[src/rtl/bpwm_defines.svh]
`ifndef BPWM_DEFINES_SVH
`define BPWM_DEFINES_SVH

// ----------------------------------------
// Register byte offsets
// ----------------------------------------
`define BPWM_OFS_SHDN_CTRL 8'h00
`define BPWM_OFS_PWM_CTRL 8'h04
`define BPWM_OFS_CAP_CTRL 8'h08
`define BPWM_OFS_AUX_CTRL 8'h0C
`define BPWM_OFS_STATE 8'h10

// ----------------------------------------
// Field positions
// ----------------------------------------
`define BPWM_SHDN_STATUS_BIT 7
`define BPWM_SHDN_SRC_MSB 6
`define BPWM_SHDN_SRC_LSB 4
`define BPWM_SHDN_AC_MSB 3
`define BPWM_SHDN_AC_LSB 2
`define BPWM_SHDN_BD_MSB 1
`define BPWM_SHDN_BD_LSB 0
`define BPWM_PWM_RESTART_BIT 7
`define BPWM_PWM_DEAD_MSB 6
`define BPWM_PWM_DEAD_LSB 0
`define BPWM_CAP_MODE_MSB 7
`define BPWM_CAP_MODE_LSB 6
`define BPWM_CAP_ENABLE_BIT 2
`define BPWM_CAP_POL_MSB 1
`define BPWM_CAP_POL_LSB 0
`define BPWM_AUX_COMPARATOR_TWO_SYNC_BIT 0

// ----------------------------------------
// Reset values
// ----------------------------------------
`define BPWM_RST_SHDN_CTRL 8'h00
`define BPWM_RST_PWM_CTRL 8'h00
`define BPWM_RST_CAP_CTRL 8'h00
`define BPWM_RST_AUX_CTRL 8'h00

`endif

[src/rtl/bpwm_pkg.sv]
package bpwm_pkg;

	// ----------------------------------------
	// Output modes, one-hot
	// ----------------------------------------
	typedef enum logic [3:0] {
		BPWM_SINGLE = 4'h1,
		BPWM_HALF = 4'h2,
		BPWM_FWD = 4'h4,
		BPWM_REV = 4'h8
	} bpwm_mode_e;

	typedef logic [7:0] bpwm_byte_t;

endpackage : bpwm_pkg

[src/rtl/bpwm_dead_band.sv]
// ----------------------------------------
// Rising-edge delay counted in instruction ticks
// ----------------------------------------
module bpwm_dead_band (
	input wire logic clk_i,
	input wire logic rst_i,
	input wire logic in_i,
	input wire logic tick_i,
	input wire logic [6:0] count_i,
	output logic out_o
);

	logic [6:0] cnt;
	wire reached;

	assign reached = (cnt >= count_i);

	// Input falling first keeps output low all cycle
	always_ff @(posedge clk_i) begin
		if (rst_i || !in_i) begin
			cnt <= 7'h00;
			out_o <= 1'h0;
		end else if (reached) begin
			out_o <= 1'h1;
		end else if (tick_i) begin
			cnt <= cnt + 7'h01;
		end
	end

endmodule : bpwm_dead_band

[src/rtl/bpwm_output_stage.sv]
`include "bpwm_defines.svh"

module bpwm_output_stage (
	input wire logic clk_i,
	input wire logic rst_i,
	input wire logic wb_cyc_i,
	input wire logic wb_stb_i,
	input wire logic wb_we_i,
	input wire logic [7:0] wb_adr_i,
	input wire logic [3:0] wb_sel_i,
	input wire logic [31:0] wb_dat_i,
	output logic [31:0] wb_dat_o,
	output logic wb_ack_o,
	input wire logic pwm_raw_i,
	input wire logic period_start_i,
	input wire logic tcy_tick_i,
	input wire logic t1_sync_tick_i,
	input wire logic comparator_one_i,
	input wire logic comparator_two_i,
	input wire logic int_pin_i,
	output logic out_a_o,
	output logic out_a_oe_o,
	output logic out_b_o,
	output logic out_b_oe_o,
	output logic out_c_o,
	output logic out_c_oe_o,
	output logic out_d_o,
	output logic out_d_oe_o
);

	// ----------------------------------------
	// Mode decode
	// ----------------------------------------
	function automatic bpwm_pkg::bpwm_mode_e bpwm_decode_mode(input logic [1:0] sel);
		bpwm_pkg::bpwm_mode_e m;
		m = bpwm_pkg::BPWM_SINGLE;
		unique case (sel)
			2'h0: m = bpwm_pkg::BPWM_SINGLE;
			2'h2: m = bpwm_pkg::BPWM_HALF;
			2'h1: m = bpwm_pkg::BPWM_FWD;
			2'h3: m = bpwm_pkg::BPWM_REV;
		endcase
		return m;
	endfunction : bpwm_decode_mode

	// ----------------------------------------
	// Registers
	// ----------------------------------------
	logic shutdown_status;
	logic [2:0] shutdown_source_select;
	logic [1:0] pair_ac_shutdown_state;
	logic [1:0] pair_bd_shutdown_state;
	logic auto_restart_enable;
	logic [6:0] dead_band_count;
	logic [1:0] bridge_mode_select;
	logic pwm_enable;
	logic [1:0] polarity_select;
	logic comparator_two_sync;
	logic comparator_two_q;
	logic dir_applied;
	logic changing;
	logic running;
	logic shut_hold;
	logic [3:0] pin_lvl;
	logic [3:0] pin_oe;
	logic [1:0] db_out;

	// ----------------------------------------
	// Bus decode
	// ----------------------------------------
	wire bus_req;
	wire bus_wr;
	wire wr_shdn;
	wire wr_pwm;
	wire wr_cap;
	wire wr_aux;
	wire [7:0] wd;
	logic [7:0] rd_mux;

	assign bus_req = wb_cyc_i && wb_stb_i;
	// Writes land on the edge where the master sees ack
	assign bus_wr = bus_req && wb_we_i && wb_ack_o && wb_sel_i[0];
	assign wr_shdn = bus_wr && (wb_adr_i == `BPWM_OFS_SHDN_CTRL);
	assign wr_pwm = bus_wr && (wb_adr_i == `BPWM_OFS_PWM_CTRL);
	assign wr_cap = bus_wr && (wb_adr_i == `BPWM_OFS_CAP_CTRL);
	assign wr_aux = bus_wr && (wb_adr_i == `BPWM_OFS_AUX_CTRL);
	assign wd = wb_dat_i[7:0];

	// ----------------------------------------
	// Shutdown sources
	// ----------------------------------------
	wire int_low;
	wire cond;
	wire wr_status_one;
	wire wr_status_zero;
	wire hw_restart;
	wire next_status;

	assign int_low = !int_pin_i;
	assign cond = (shutdown_source_select[0] && comparator_one_i)
		|| (shutdown_source_select[1] && comparator_two_q)
		|| (shutdown_source_select[2] && int_low);
	assign wr_status_one = wr_shdn && wd[`BPWM_SHDN_STATUS_BIT];
	assign wr_status_zero = wr_shdn && !wd[`BPWM_SHDN_STATUS_BIT] && !cond;
	assign hw_restart = auto_restart_enable && !cond;
	// Firmware set; set wins over clear
	assign next_status = cond || wr_status_one
		|| (shutdown_status && !wr_status_zero && !hw_restart);

	always_ff @(posedge clk_i) begin
		if (rst_i) begin
			comparator_two_q <= 1'h0;
		end else if (!comparator_two_sync || t1_sync_tick_i) begin
			comparator_two_q <= comparator_two_i;
		end
	end

	// ----------------------------------------
	// Register writes
	// ----------------------------------------
	always_ff @(posedge clk_i) begin
		if (rst_i) begin
			{shutdown_status, shutdown_source_select, pair_ac_shutdown_state, pair_bd_shutdown_state}
				<= `BPWM_RST_SHDN_CTRL;
			{auto_restart_enable, dead_band_count} <= `BPWM_RST_PWM_CTRL;
			comparator_two_sync <= 1'h0;
		end else begin
			shutdown_status <= next_status;
			if (wr_shdn) begin
				shutdown_source_select <= wd[`BPWM_SHDN_SRC_MSB:`BPWM_SHDN_SRC_LSB];
				pair_ac_shutdown_state <= wd[`BPWM_SHDN_AC_MSB:`BPWM_SHDN_AC_LSB];
				pair_bd_shutdown_state <= wd[`BPWM_SHDN_BD_MSB:`BPWM_SHDN_BD_LSB];
			end
			if (wr_pwm) begin
				auto_restart_enable <= wd[`BPWM_PWM_RESTART_BIT];
				dead_band_count <= wd[`BPWM_PWM_DEAD_MSB:`BPWM_PWM_DEAD_LSB];
			end
			if (wr_aux) begin
				comparator_two_sync <= wd[`BPWM_AUX_COMPARATOR_TWO_SYNC_BIT];
			end
		end
	end

	always_ff @(posedge clk_i) begin
		if (rst_i) begin
			bridge_mode_select <= 2'h0;
			pwm_enable <= 1'h0;
			polarity_select <= 2'h0;
		end else if (wr_cap) begin
			bridge_mode_select <= wd[`BPWM_CAP_MODE_MSB:`BPWM_CAP_MODE_LSB];
			pwm_enable <= wd[`BPWM_CAP_ENABLE_BIT];
			polarity_select <= wd[`BPWM_CAP_POL_MSB:`BPWM_CAP_POL_LSB];
		end
	end

	// ----------------------------------------
	// Bus answer
	// ----------------------------------------
	always_comb begin
		rd_mux = 8'h00;
		unique case (wb_adr_i)
			`BPWM_OFS_SHDN_CTRL: rd_mux = {shutdown_status, shutdown_source_select,
				pair_ac_shutdown_state, pair_bd_shutdown_state};
			`BPWM_OFS_PWM_CTRL: rd_mux = {auto_restart_enable, dead_band_count};
			`BPWM_OFS_CAP_CTRL: rd_mux = {bridge_mode_select, 3'h0, pwm_enable, polarity_select};
			`BPWM_OFS_AUX_CTRL: rd_mux = {7'h00, comparator_two_sync};
			`BPWM_OFS_STATE: rd_mux = {running, shut_hold, dir_applied, cond, pin_lvl};
			default: rd_mux = 8'h00;
		endcase
	end

	// Unmapped addresses still ack, reading zero, so the master never hangs
	always_ff @(posedge clk_i) begin
		if (rst_i) begin
			wb_ack_o <= 1'h0;
			wb_dat_o <= 32'h0000_0000;
		end else begin
			wb_ack_o <= bus_req && !wb_ack_o;
			wb_dat_o <= {24'h00_0000, rd_mux};
		end
	end

	// ----------------------------------------
	// Direction and period sequencing
	// ----------------------------------------
	wire full_bridge;
	wire dir_flip;
	bpwm_pkg::bpwm_mode_e mode;

	assign full_bridge = bridge_mode_select[0];
	assign dir_flip = full_bridge && (bridge_mode_select[1] != dir_applied);
	// Mode decode, full-bridge direction from the applied copy
	assign mode = bpwm_decode_mode(full_bridge ? {dir_applied, 1'h1} : bridge_mode_select);

	// Swap unmodulated now, modulate again at next period
	always_ff @(posedge clk_i) begin
		if (rst_i) begin
			dir_applied <= 1'h0;
			changing <= 1'h0;
		end else begin
			dir_applied <= bridge_mode_select[1];
			if (dir_flip) begin
				changing <= 1'h1;
			end else if (period_start_i || !full_bridge) begin
				changing <= 1'h0;
			end
		end
	end

	// Waiting for a period start avoids a truncated first pulse
	// Shutdown hold released only at a period start
	always_ff @(posedge clk_i) begin
		if (rst_i) begin
			running <= 1'h0;
			shut_hold <= 1'h0;
		end else begin
			if (!pwm_enable) begin
				running <= 1'h0;
			end else if (period_start_i) begin
				running <= 1'h1;
			end
			if (shutdown_status) begin
				shut_hold <= 1'h1;
			end else if (period_start_i) begin
				shut_hold <= 1'h0;
			end
		end
	end

	// ----------------------------------------
	// Logical output levels
	// ----------------------------------------
	wire [1:0] db_in;
	logic [3:0] lvl;

	assign db_in = {!pwm_raw_i && (mode == bpwm_pkg::BPWM_HALF), pwm_raw_i && (mode == bpwm_pkg::BPWM_HALF)};

	genvar gi;
	generate
		for (gi = 0; gi < 2; gi++) begin : g_db
			bpwm_dead_band u_db (
				.clk_i(clk_i),
				.rst_i(rst_i),
				.in_i(db_in[gi]),
				.tick_i(tcy_tick_i),
				.count_i(dead_band_count),
				.out_o(db_out[gi])
			);
		end
	endgenerate

	// Bit order d, c, b, a
	always_comb begin
		lvl = 4'h0;
		unique case (mode)
			// Steering is not modelled: single mode drives A only
			bpwm_pkg::BPWM_SINGLE: lvl = {3'h0, pwm_raw_i};
			bpwm_pkg::BPWM_HALF: lvl = {2'h0, db_out[1], db_out[0]};
			bpwm_pkg::BPWM_FWD: lvl = {pwm_raw_i && !changing, 2'h0, 1'h1};
			bpwm_pkg::BPWM_REV: lvl = {1'h0, 1'h1, pwm_raw_i && !changing, 1'h0};
		endcase
	end

	// ----------------------------------------
	// Pin drivers
	// ----------------------------------------
	wire shut;
	wire drive;
	wire [3:0] pin_used;

	assign shut = shutdown_status || shut_hold;
	assign drive = pwm_enable && running;
	// Pins outside the mode stay released so they remain free for other uses
	assign pin_used = (mode == bpwm_pkg::BPWM_SINGLE) ? 4'h1 : (mode == bpwm_pkg::BPWM_HALF) ? 4'h3 : 4'hF;

	generate
		for (gi = 0; gi < 4; gi++) begin : g_pin
			wire [1:0] pss;
			wire pol_low;
			assign pss = (gi % 2 == 0) ? pair_ac_shutdown_state : pair_bd_shutdown_state;
			assign pol_low = (gi % 2 == 0) ? polarity_select[1] : polarity_select[0];
			// Pair polarity; shutdown state, next edge
			always_ff @(posedge clk_i) begin
				if (rst_i) begin
					pin_lvl[gi] <= 1'h0;
					pin_oe[gi] <= 1'h0;
				end else begin
					pin_lvl[gi] <= shut ? pss[0] : (lvl[gi] ^ pol_low);
					pin_oe[gi] <= drive && pin_used[gi] && !(shut && pss[1]);
				end
			end
		end
	endgenerate

	assign out_a_o = pin_lvl[0];
	assign out_b_o = pin_lvl[1];
	assign out_c_o = pin_lvl[2];
	assign out_d_o = pin_lvl[3];
	assign out_a_oe_o = pin_oe[0];
	assign out_b_oe_o = pin_oe[1];
	assign out_c_oe_o = pin_oe[2];
	assign out_d_oe_o = pin_oe[3];

	// ----------------------------------------
	// Checks
	// ----------------------------------------
	property p_status_set;
		@(posedge clk_i) disable iff (rst_i) (cond || wr_status_one) |=> shutdown_status;
	endproperty
	a_status_set: assert property (p_status_set) else $error("status not set by shutdown event");

	property p_write_blocked;
		@(posedge clk_i) disable iff (rst_i) (shutdown_status && cond) |=> shutdown_status;
	endproperty
	a_write_blocked: assert property (p_write_blocked) else $error("status cleared during condition");

	property p_auto_restart;
		@(posedge clk_i) disable iff (rst_i)
			(shutdown_status && auto_restart_enable && !cond && !wr_status_one) |=> !shutdown_status;
	endproperty
	a_auto_restart: assert property (p_auto_restart) else $error("auto restart did not clear status");

	property p_shut_pins;
		@(posedge clk_i) disable iff (rst_i)
			shutdown_status |=> (out_a_o == $past(pair_ac_shutdown_state[0]))
				&& (out_d_o == $past(pair_bd_shutdown_state[0])) && !(out_b_oe_o && $past(pair_bd_shutdown_state[1]));
	endproperty
	a_shut_pins: assert property (p_shut_pins) else $error("pins not in shutdown state");

	property p_resume_period;
		@(posedge clk_i) disable iff (rst_i) (shut_hold && !shutdown_status && !period_start_i) |=> shut_hold;
	endproperty
	a_resume_period: assert property (p_resume_period) else $error("resumed before period start");

	property p_forward;
		@(posedge clk_i) disable iff (rst_i)
			(mode == bpwm_pkg::BPWM_FWD && !shut) |=> (out_a_o == !$past(polarity_select[1]))
				&& (out_b_o == $past(polarity_select[0])) && (out_d_o == ($past(lvl[3]) ^ $past(polarity_select[0])));
	endproperty
	a_forward: assert property (p_forward) else $error("forward pin levels wrong");

	property p_reverse;
		@(posedge clk_i) disable iff (rst_i)
			(mode == bpwm_pkg::BPWM_REV && !changing) |-> lvl[2] && !lvl[0] && !lvl[3] && (lvl[1] == pwm_raw_i);
	endproperty
	a_reverse: assert property (p_reverse) else $error("reverse levels wrong");

	property p_dir_change;
		@(posedge clk_i) disable iff (rst_i)
			dir_flip |=> changing && !lvl[1] && !lvl[3] && (dir_applied == $past(bridge_mode_select[1]));
	endproperty
	a_dir_change: assert property (p_dir_change) else $error("direction change sequence wrong");

	property p_dead_band;
		@(posedge clk_i) disable iff (rst_i)
			($rose(pwm_raw_i) && mode == bpwm_pkg::BPWM_HALF && dead_band_count >= 7'h02) |=> !db_out[0] [*2];
	endproperty
	a_dead_band: assert property (p_dead_band) else $error("half-bridge rise not delayed");

endmodule : bpwm_output_stage

[config.mk]
export PLATFORM = sky130hd
export DESIGN_NAME = bpwm_output_stage
export DESIGN_NICKNAME = d
export VERILOG_FILES = /design/src/rtl/bpwm_pkg.sv /design/src/rtl/bpwm_dead_band.sv /design/src/rtl/bpwm_output_stage.sv
export VERILOG_INCLUDE_DIRS = /design/src /design/src/rtl
export SDC_FILE = /design/constraint.sdc
export NUM_CORES = 1
export LEC_CHECK = 0
export ABC_AREA = 1
export BUFFER_PORTS_ARGS = -buffer_cell sky130_fd_sc_hd__buf_4
export CORE_ASPECT_RATIO = 0.5
export CORE_MARGIN = 2
export CORE_UTILIZATION = 52
export DETAILED_ROUTE_END_ITERATION = 16
export PLACE_DENSITY = 0.8
export SLEW_MARGIN = 15
export SYNTH_ARGS = -nofsm -noshare
export SYNTH_HDL_FRONTEND = slang
export SYNTH_SLANG_ARGS = --single-unit
[constraint.sdc]
create_clock -name clk_i -period 1.84 [get_ports clk_i]
set_clock_uncertainty 0.2 [all_clocks]
set_input_delay 0.46 -clock clk_i [delete_from_list [all_inputs] [get_ports clk_i]]
set_output_delay 0.46 -clock clk_i [all_outputs]
set_load 0.1 [all_outputs]
# [Yosys cells after proc, flatten, opt, wreduce, memory -nomap -nowiden]
# Cells that the tools add are included.
[op_classes] add_sub_neg=2 order_cmp=2 eq_ne=12 mux=14 bitwise_logic=7 n_reduce_logical=63
[ops] op="one-hot mux 8 bit (5 select lines)" count=1
[ops] op="logical AND 1 bit" count=33
[ops] op="one-hot mux 4 bit (4 select lines)" count=2
[ops] op="equality test 8 x 4 -> 1 bit, second input constant" count=2
[ops] op="adder 7 x 1 -> 7 bit, second input constant" count=2
[ops] op="greater-or-equal comparator 7 bit" count=2
[ops] op="zero test 1 bit" count=14
[ops] op="logical OR 1 bit" count=9
[ops] op="equality test 8 x 3 -> 1 bit, second input constant" count=1
[ops] op="equality test 8 x 5 -> 1 bit, second input constant" count=1
[ops] op="zero test 8 bit" count=1
[ops] op="two-way mux 1 bit" count=8
[ops] op="two-way mux 4 bit" count=2
[ops] op="equality test 2 bit, second input constant" count=2
[ops] op="equality test 4 x 1 -> 1 bit, second input constant" count=1
[ops] op="equality test 4 x 2 -> 1 bit, second input constant" count=1
[ops] op="equality test 4 x 3 -> 1 bit, second input constant" count=1
[ops] op="equality test 4 bit, second input constant" count=1
[ops] op="AND reduction 2 bit" count=2
[ops] op="nonzero test 2 bit" count=2
[ops] op="XOR 1 bit" count=4
[ops] op="NOT 1 bit" count=3
[ops] op="equality test 2 x 1 -> 1 bit, second input constant" count=1
[ops] op="zero test 2 bit" count=1
[ops] op="3 further kinds" count=3
[word_totals] register_bits=84 input_bits=56

# [Longest topological paths before layout]
# Gate-level depths: netlist of run 1.
[depth] word_depth=11 depth_mapped=10 mapped_depth_nobuf=10

# [Modules after synthesis]
# A second synthesis of run 1 with hierarchy kept.
[unflattened] cells_unflattened=514 hier_area_um2=3514.6
[by_module_without_submodules] mod="bpwm_output_stage" n_inst=1 cells_per_inst=308 area_each_um2=2205.9 seq_area_each_um2=880.8
[by_module_without_submodules] mod="bpwm_dead_band at g_db[0].u_db" n_inst=1 cells_per_inst=103 area_each_um2=655.6 seq_area_each_um2=160.2
[by_module_without_submodules] mod="bpwm_dead_band at g_db[1].u_db" n_inst=1 cells_per_inst=103 area_each_um2=653.1 seq_area_each_um2=160.2

# [Least setup slack after synthesis of run 1]
# Ideal clock, no wire load.
[synth_path] path_kind="register -> register" startpoint="register wb_ack_o" endpoint="register auto_restart_enable" arrival_ps=1857 t_required_ps=1524 slack_ps=-332 path_stages_with_launch=9 path_buffers=1 period_less_slack_ps=2172 cell_sequence="dfxtp_1 > nand3_1 > nor2_2 > clkbuf_4 > inv_2 > nor2_8 > inv_2 > nor2_1 > nor2_1"
[synth_between] elab_chain_cells=3
[synth_lines] element="start, declared" line_no="bpwm_output_stage.sv:13" source="output logic wb_ack_o,"
[synth_lines] element="start signal, assigned" line_no="bpwm_output_stage.sv:178" source="wb_ack_o <= bus_req && !wb_ack_o;"
[synth_lines] element="logical AND 1 bit (2 in series)" line_no="bpwm_output_stage.sv:82" source="assign bus_wr = bus_req && wb_we_i && wb_ack_o && wb_sel_i[0];"
[synth_lines] element="logical AND 1 bit" line_no="bpwm_output_stage.sv:84" source="assign wr_pwm = bus_wr && (wb_adr_i == `BPWM_OFS_PWM_CTRL);"
[synth_lines] element="end signal, assigned" line_no="bpwm_output_stage.sv:125" source="{auto_restart_enable, dead_band_count} <= `BPWM_RST_PWM_CTRL;"
[synth_lines] element="end signal, assigned" line_no="bpwm_output_stage.sv:135" source="auto_restart_enable <= wd[`BPWM_PWM_RESTART_BIT];"
[synth_lines] element="end, declared" line_no="bpwm_output_stage.sv:53" source="logic auto_restart_enable;"
# Every way passes these cells.
# A chain may end at the register's enable or synchronous reset.

# [Worst setup path in the final report of run 1]
[layout_path] startpoint="register dead_band_count[1]" endpoint="register g_db[0].u_db.cnt[0]"
[layout_between] elab_chain_cells=3
[layout_lines] element="start, declared" line_no="bpwm_output_stage.sv:54" source="logic [6:0] dead_band_count;"
[layout_lines] element="start signal, assigned" line_no="bpwm_output_stage.sv:125"
[layout_lines] element="start signal, assigned" line_no="bpwm_output_stage.sv:136" source="dead_band_count <= wd[`BPWM_PWM_DEAD_MSB:`BPWM_PWM_DEAD_LSB];"
[layout_lines] element="greater-or-equal comparator 7 bit" line_no="bpwm_dead_band.sv:16" source="assign reached = (cnt >= count_i);"
[layout_lines] element="NOT 1 bit (no line)"
[layout_lines] element="AND reduction 2 bit (no line)"
[layout_lines] element="end signal, assigned" line_no="bpwm_dead_band.sv:26" source="cnt <= cnt + 7'h01;"
[layout_lines] element="end, declared" line_no="bpwm_dead_band.sv:13" source="logic [6:0] cnt;"
# Every way passes these cells.

==> results of run 1 <==
-- cell type report --
type	count	area [µm²]	area share, %
Multi-Input combinational cell	357	1919	43.32
Inverter	62	237.7	5.366
Sequential cell	60	1212	27.37
Clock inverter	4	95.09	2.146
Timing Repair Buffer	76	599.3	13.53
Tap cell	88	110.1	2.485
Clock buffer	12	256.5	5.789
-- layer usage --
metal	GRT usage (%)	wire (µm)	share of wire, %
met5	0	0	0
met4	9.294	102	1.2
met3	6.389	718	8.1
met2	44.27	4288	48
met1	29.38	3749	42
-- logic make-up (layout without fill, tap and decap cells) --
family,Yosys count,after routing
other,1,24
flip-flops,60,60
XOR/XNOR,4,4
AO/OA/AOI/OAI,63,63
adder cells (fa/ha/maj),16,16
AND/OR/NAND/NOR,250,250
buffers and inverters,96,154
-- state kept, by name, summed over array words and instances (netlist names), 2 cells and up --
signal,cells
g_db.u_db.out_o,2
wb_dat_o,8
g_db.u_db.cnt,14
shutdown_source_select,3
g_pin.pss,4
polarity_select,2
dead_band_count,7
bridge_mode_select,2
-- where the power goes --
group / internal [W] / leakage, nW / switching (W)
Clock: 0.00139 / 0.173 / 0.000567
Combinational: 0.0000602 / 1.38 / 0.000299
Sequential: 0.00130 / 0.488 / 0.00000261
Total: 0.00276 / 2.05 / 0.000868
-- layout by cell type (no fill, tap or decap), types with 2 or more instances in the layout --
cell / count
inv_1: 51
nand2_1: 111
conb_1: 24
nor2_2: 6
xor2_1: 4
clkbuf_16: 9
nand3_4: 2
nand4_1: 12
a21oi_1: 28
inv_4: 2
nand3_2: 2
nor2_4: 2
dfxtp_2: 9
a21oi_2: 4
o21ai_2: 2
ha_1: 10
nor3_1: 2
inv_2: 9
nor2_8: 2
nand3b_1: 4
o21ai_0: 21
clkbuf_8: 2
ha_4: 6
bufinv_16: 3
nand3_1: 48
buf_4: 73
o21ai_1: 5
nor2_1: 53
buf_12: 2
nand2_2: 4
dfxtp_1: 51
-- worst max path at each step --
stage	to	cells past startpoint	slack (ns)
final	g_db[0].u_db.cnt[0]	11	-0.01
after global routing	g_db[0].u_db.out_o	11	-0.11
after global placement	g_db[0].u_db.cnt[1]	8	0.02
after floorplan	auto_restart_enable	8	0.009
after CTS	g_db[1].u_db.cnt[0]	8	0.005
after detailed placement	g_db[1].u_db.cnt[3]	10	-0.02
-- repair_timing --
action | in CTS | in global routing
setup buffers | 0 | 1
hold buffers | 0 | 0
gates resized for setup | 3 | 32
pin swaps | 0 | 8
setup endpoints to repair | 14 | 16
-- per-stage QoR --
step / hold WS [ns] / std cells
3_3_place_gp: 0.2116 / 642
3_5_place_dp: 0.2177 / 642
4_1_cts: 0.1800 / 658
5_1_grt: 0.1928 / 659
6_report: 0.1855 / 659
2_1_floorplan: 0.2329 / 513
-- worst max-delay path: stages, from the launching register on --
cell and delay [ns]:
dfxtp_2 0.33, inv_2 0.05, ha_1 0.29, nand2_1 0.10, inv_1 0.07, nand2_1 0.08, nand2_2 0.07, a21oi_2 0.17
buf_6 0.14, buf_4 0.10, nand3_1 0.06, a21oi_1 0.12
==> impl_metrics.env, run 1 <==
export IMPL_reg2regPathDepth=11
export IMPL_die_w_um=118.1
export IMPL_fin_nets=638
export IMPL_ant_nets=0
export IMPL_synthCells=490
export IMPL_cts_buffers=9
export IMPL_fin_setup_tns_ns=-0.01139
export IMPL_p_leak_nw=2.046
export IMPL_path_clk_slew_ns=0.05
export IMPL_antenna_found_initial=0
export IMPL_r2r_start="dead_band_count[1]"
export IMPL_timing_critical_path_fanout_max=6
export IMPL_cp_arrival_ns=1.90
export IMPL_seq_area_frac_synth_pct=35.52
export IMPL_ys_async_sr_fraction_pct=0
export IMPL_syn_avg_cell_area_um2=6.902
export IMPL_r2r_setup_slack_ns=-0.01
export IMPL_overflow=0
export IMPL_muxShareOfSynthArea_pct=0
export IMPL_wl_mm=8.859
export IMPL_synth_flop_cell="dfxtp_1"
export IMPL_core_area_um2=6181
export IMPL_diodes=0
export IMPL_min_from="wb_dat_i[5]"
export IMPL_synth_edf_count=0
export IMPL_finalSetupViolCount=1
export IMPL_fmaxAchievable_ghz=0.5401
export IMPL_grt_max_degree=22
export IMPL_vias=3373
export IMPL_start_kind="flop"
export IMPL_yosysMostFrequentCell="nand2_1"
export IMPL_fin_area_um2=4431
export IMPL_synth_area_um2=3382
export IMPL_grt_pass1_vias=3015
export IMPL_dieArea_um2=7204
export IMPL_worstSetupPathType="flop to flop"
export IMPL_hpwlAfterDp_mm=5.896
export IMPL_cts_buffer_depth=2
export IMPL_rsz0062_at_grt="yes"
export IMPL_cts_tree="yes"
export IMPL_required_ns=1.88
export IMPL_synth_cell_types=33
export IMPL_yosysTopAreaCellShare_pct=35.52
export IMPL_dr_pass1_iters=5
export IMPL_grt_pass1_wl_mm=13.77
export IMPL_p_per_area_nw_per_um2=818.4
export IMPL_track_usage_pct=24.50
export IMPL_viasPerCell=5.118
export IMPL_critical_path_reg2reg_endpoint="g_db[0].u_db.cnt[0]"
export IMPL_remaining_drc_errors=0
export IMPL_htree_levels=3
export IMPL_clock_sinks=60
export IMPL_period_needed_ns=1.851
export IMPL_yosysWarnings=0
export IMPL_finalCritPeriodShare_pct=100.6
export IMPL_synth_compound_area_share_pct=9.804
export IMPL_fill_cells=450
export IMPL_synth_top_family_by_area="simple AND/OR/NAND/NOR gates"
export IMPL_synth_xor_area_share_pct=1.036
export IMPL_violations="setup timing"
export IMPL_synth_fa_ha_area_share_pct=5.919
export IMPL_peakVddDrop_v=0.0003862
export IMPL_hold_class="primary input to flop"
export IMPL_row_count=20
export IMPL_dp_slack_ns=-0.02399
export IMPL_ys_ff_latch=60
export IMPL_die_height_um=61.03
export IMPL_drive_gt1_share_pct=25.04
export IMPL_ios=97
export IMPL_root_buffer="clkbuf_16"
export IMPL_start_util_pct=54.72
export IMPL_critPathLaunch="dead_band_count[1]"
export IMPL_drv_slew=0
export IMPL_post_dp_cell_area_um2=3935
export IMPL_drv_cap=0
export IMPL_synthSimpleGateAreaFrac_pct=33.85
export IMPL_power_w=0.003626
export IMPL_clk_latency_ns=0.32
export IMPL_synth_area_top_cells="dfxtp_1 (36%), nand2_1 (13%), nand3_1 (7.4%)"
export IMPL_gp_congestion=0.8949
export IMPL_finalHoldViolCount=0
export IMPL_holdPathEnd="shutdown_source_select[1]"
export IMPL_yosys_area_top_type="dfxtp_1"
export IMPL_drt_initial_drc_count=252
export IMPL_cp_end_kind="flop"
export IMPL_wl_per_cell_um=13.44
export IMPL_synthTopCellsByCount="nand2_1 (114), dfxtp_1 (60), inv_1 (58), nor2_1 (54), nand3_1 (50)"
export IMPL_portBuffers=45
export IMPL_setup_slack_ns=-0.01139
export IMPL_fin_util_pct=71.68
export IMPL_hold_depth=3
export IMPL_status="finished, violations left"
export IMPL_area_delta_synth_final_pct=31.00
(Power assumes the default switching activity.)
==> run 2, diff against run 1 <==
CORE_MARGIN = 1   (was 2)
==> run 2 against run 1 <==
The run now ends clean. Wire length down 0.52%. Design area fell by 0.82%. Final cell count shrank 0.15%. Global-route usage grew 2.7 points. Total power down 4.6%. Combinational power is essentially flat. Sequential cell count unchanged. Clock-buffer cell count unchanged. Die area is 4.9% lower. Setup slack gained 0.045 ns. Critical path type unchanged. Largest power group unchanged. Highest routed layer unchanged.
==> impl_metrics.env, run 2 (same netlist as run 1, synthesis figures left out) <==
export IMPL_status="complete, no violations"
export IMPL_finalHoldViolCount=0
export IMPL_clock_sinks=60
export IMPL_ios=97
export IMPL_core_area_um2=6181
export IMPL_cts_setup_buffers=0
export IMPL_cts_buffers=9
export IMPL_portBuffers=45
export IMPL_critPathSlowestCell="dfxtp_1"
export IMPL_fin_setup_tns_ns=0
export IMPL_p_per_area_nw_per_um2=787.4
export IMPL_cp_arrival_ns=1.86
export IMPL_dieArea_um2=6850
export IMPL_cpLargestDelayFamily="simple AND/OR/NAND/NOR gates"
export IMPL_cp_common_cell="nand2_1"
export IMPL_largest_reg_flops=14
export IMPL_start_util_pct=54.72
export IMPL_drv_slew=0
export IMPL_grt_pass1_vias=3109
export IMPL_ant_nets=0
export IMPL_path_buf_inv=2
export IMPL_hpwlAfterDp_mm=5.853
export IMPL_viasPerCell=5.201
export IMPL_grt_max_degree=22
export IMPL_critPathMaxStageDelay_ns=0.37
export IMPL_drv_cap=0
export IMPL_drive_gt1_share_pct=25.09
export IMPL_cp_cell_sequence="inv_1, ha_1, nand2_1, nand2_1, nand2_1, nand2_2, a21oi_2, buf_4, nand3_1, a21oi_2"
export IMPL_cts_buffer_depth=2
export IMPL_overflow=0
export IMPL_hold_class="primary input to flop"
export IMPL_layout_commonest_cell="nand2_1"
export IMPL_final_cell_mix="nand2_1 (110), buf_4 (73), nor2_1 (53), dfxtp_1 (53), inv_1 (51)"
export IMPL_wl_mm=8.813
export IMPL_remaining_drc_errors=0
export IMPL_cp_end_kind="flop"
export IMPL_holdBufCountCts=0
export IMPL_start_kind="flop"
export IMPL_hold_worst_slack_ns=0.1710
export IMPL_reg_top3="g_db.u_db.cnt x14, wb_dat_o x8, dead_band_count x7"
export IMPL_grt_pass1_wl_mm=14.03
export IMPL_finalSetupViolCount=0
export IMPL_largest_register="g_db.u_db.cnt"
export IMPL_fin_cells=658
export IMPL_period_needed_ns=1.807
export IMPL_timing_critical_path_fanout_max=4
export IMPL_fill_cells=455
export IMPL_htree_levels=3
export IMPL_path_clk_slew_ns=0.05
export IMPL_area_delta_synth_final_pct=29.93
export IMPL_clk_latency_ns=0.33
export IMPL_drt_initial_drc_count=216
export IMPL_fin_nets=637
export IMPL_peakVddDrop_v=0.0004234
export IMPL_power_w=0.003460
export IMPL_die_height_um=59.03
export IMPL_row_count=20
export IMPL_antenna_found_initial=0
export IMPL_fmaxAchievable_ghz=0.5535
export IMPL_gp_congestion=0.8563
export IMPL_dr_pass1_iters=5
export IMPL_track_usage_pct=27.22
export IMPL_required_ns=1.90
export IMPL_cts_tree="yes"
export IMPL_diodes=0
export IMPL_p_leak_nw=2.015
export IMPL_wl_per_cell_um=13.39
export IMPL_vias=3422
export IMPL_root_buffer="clkbuf_16"
export IMPL_die_w_um=116.1
export IMPL_rsz0062_at_grt="yes"
export IMPL_worstSetupPathType="flop to flop"
export IMPL_dp_cells=642
export IMPL_finalCritPeriodShare_pct=98.18
-- run 2: cell types whose count changed in the layout (fill, tap and decap cells not counted), moves of 2 or more --
cell,before,now
a21oi_1,28,25
dfxtp_1,51,53
a21oi_2,4,7
dfxtp_2,9,7
-- run 2: path summary, 6_finish.rpt --
path                      startpoint                  end  slack (ns)  cells after the start
setup reg to reg  dead_band_count[3]  g_db[1].u_db.cnt[0]        0.03                     10
hold / removal           wb_dat_i[3]   dead_band_count[3]        0.17                      3
setup / recovery  dead_band_count[3]  g_db[1].u_db.cnt[0]        0.03                     10
hold reg to reg             wb_ack_o             wb_ack_o        0.23                      1
-- run 2: through the flow --
step	cell area (µm²)	setup slack [ns]	util, %
3_3_place_gp	3923	0.01476	63.46
3_5_place_dp	3923	-0.02956	63.46
5_1_grt	4394	-0.06075	71.09
4_1_cts	4269	0.01347	69.07
6_report	4394	0.03346	71.09
2_1_floorplan	3470	0.009499	-
-- run 2: report_power, final --
group | switching, W | total, W | internal (W)
Combinational | 0.000301 | 0.000361 | 0.0000602
Sequential | 0.00000239 | 0.00131 | 0.00130
Clock | 0.000574 | 0.00179 | 0.00122
-- run 2: layout make-up --
class / count / area (µm²) / share of cell area (%)
multi-input combinational: 357 / 1941 / 44.16
clock buffer: 12 / 246.5 / 5.609
inverter: 62 / 235.2 / 5.353
clock inverter: 4 / 72.57 / 1.651
sequential: 60 / 1210 / 27.53
tap: 88 / 110.1 / 2.506
timing repair buffer: 75 / 579.3 / 13.18
-- run 2: routing by layer --
layer  GRT usage [%]  routed length, µm  share of wire (%)
met1           34.01               3782                 43
met3           7.157                683                7.7
met4           12.64                252                2.9
met5               0                  0                  0
met2           44.73               4095                 46
-- run 2: tightest hold or removal path: cells and delay by family --
family	cells	cell delay, ns
buffers and inverters	1	0.09
AND/OR/NAND/NOR	2	0.12
-- run 2: what timing repair did --
action                                  in CTS  in global routing
cloned                                       0                  0
pin swaps                                    0                  3
endpoints found under the setup margin      16                 16
gates resized for setup                      6                 31
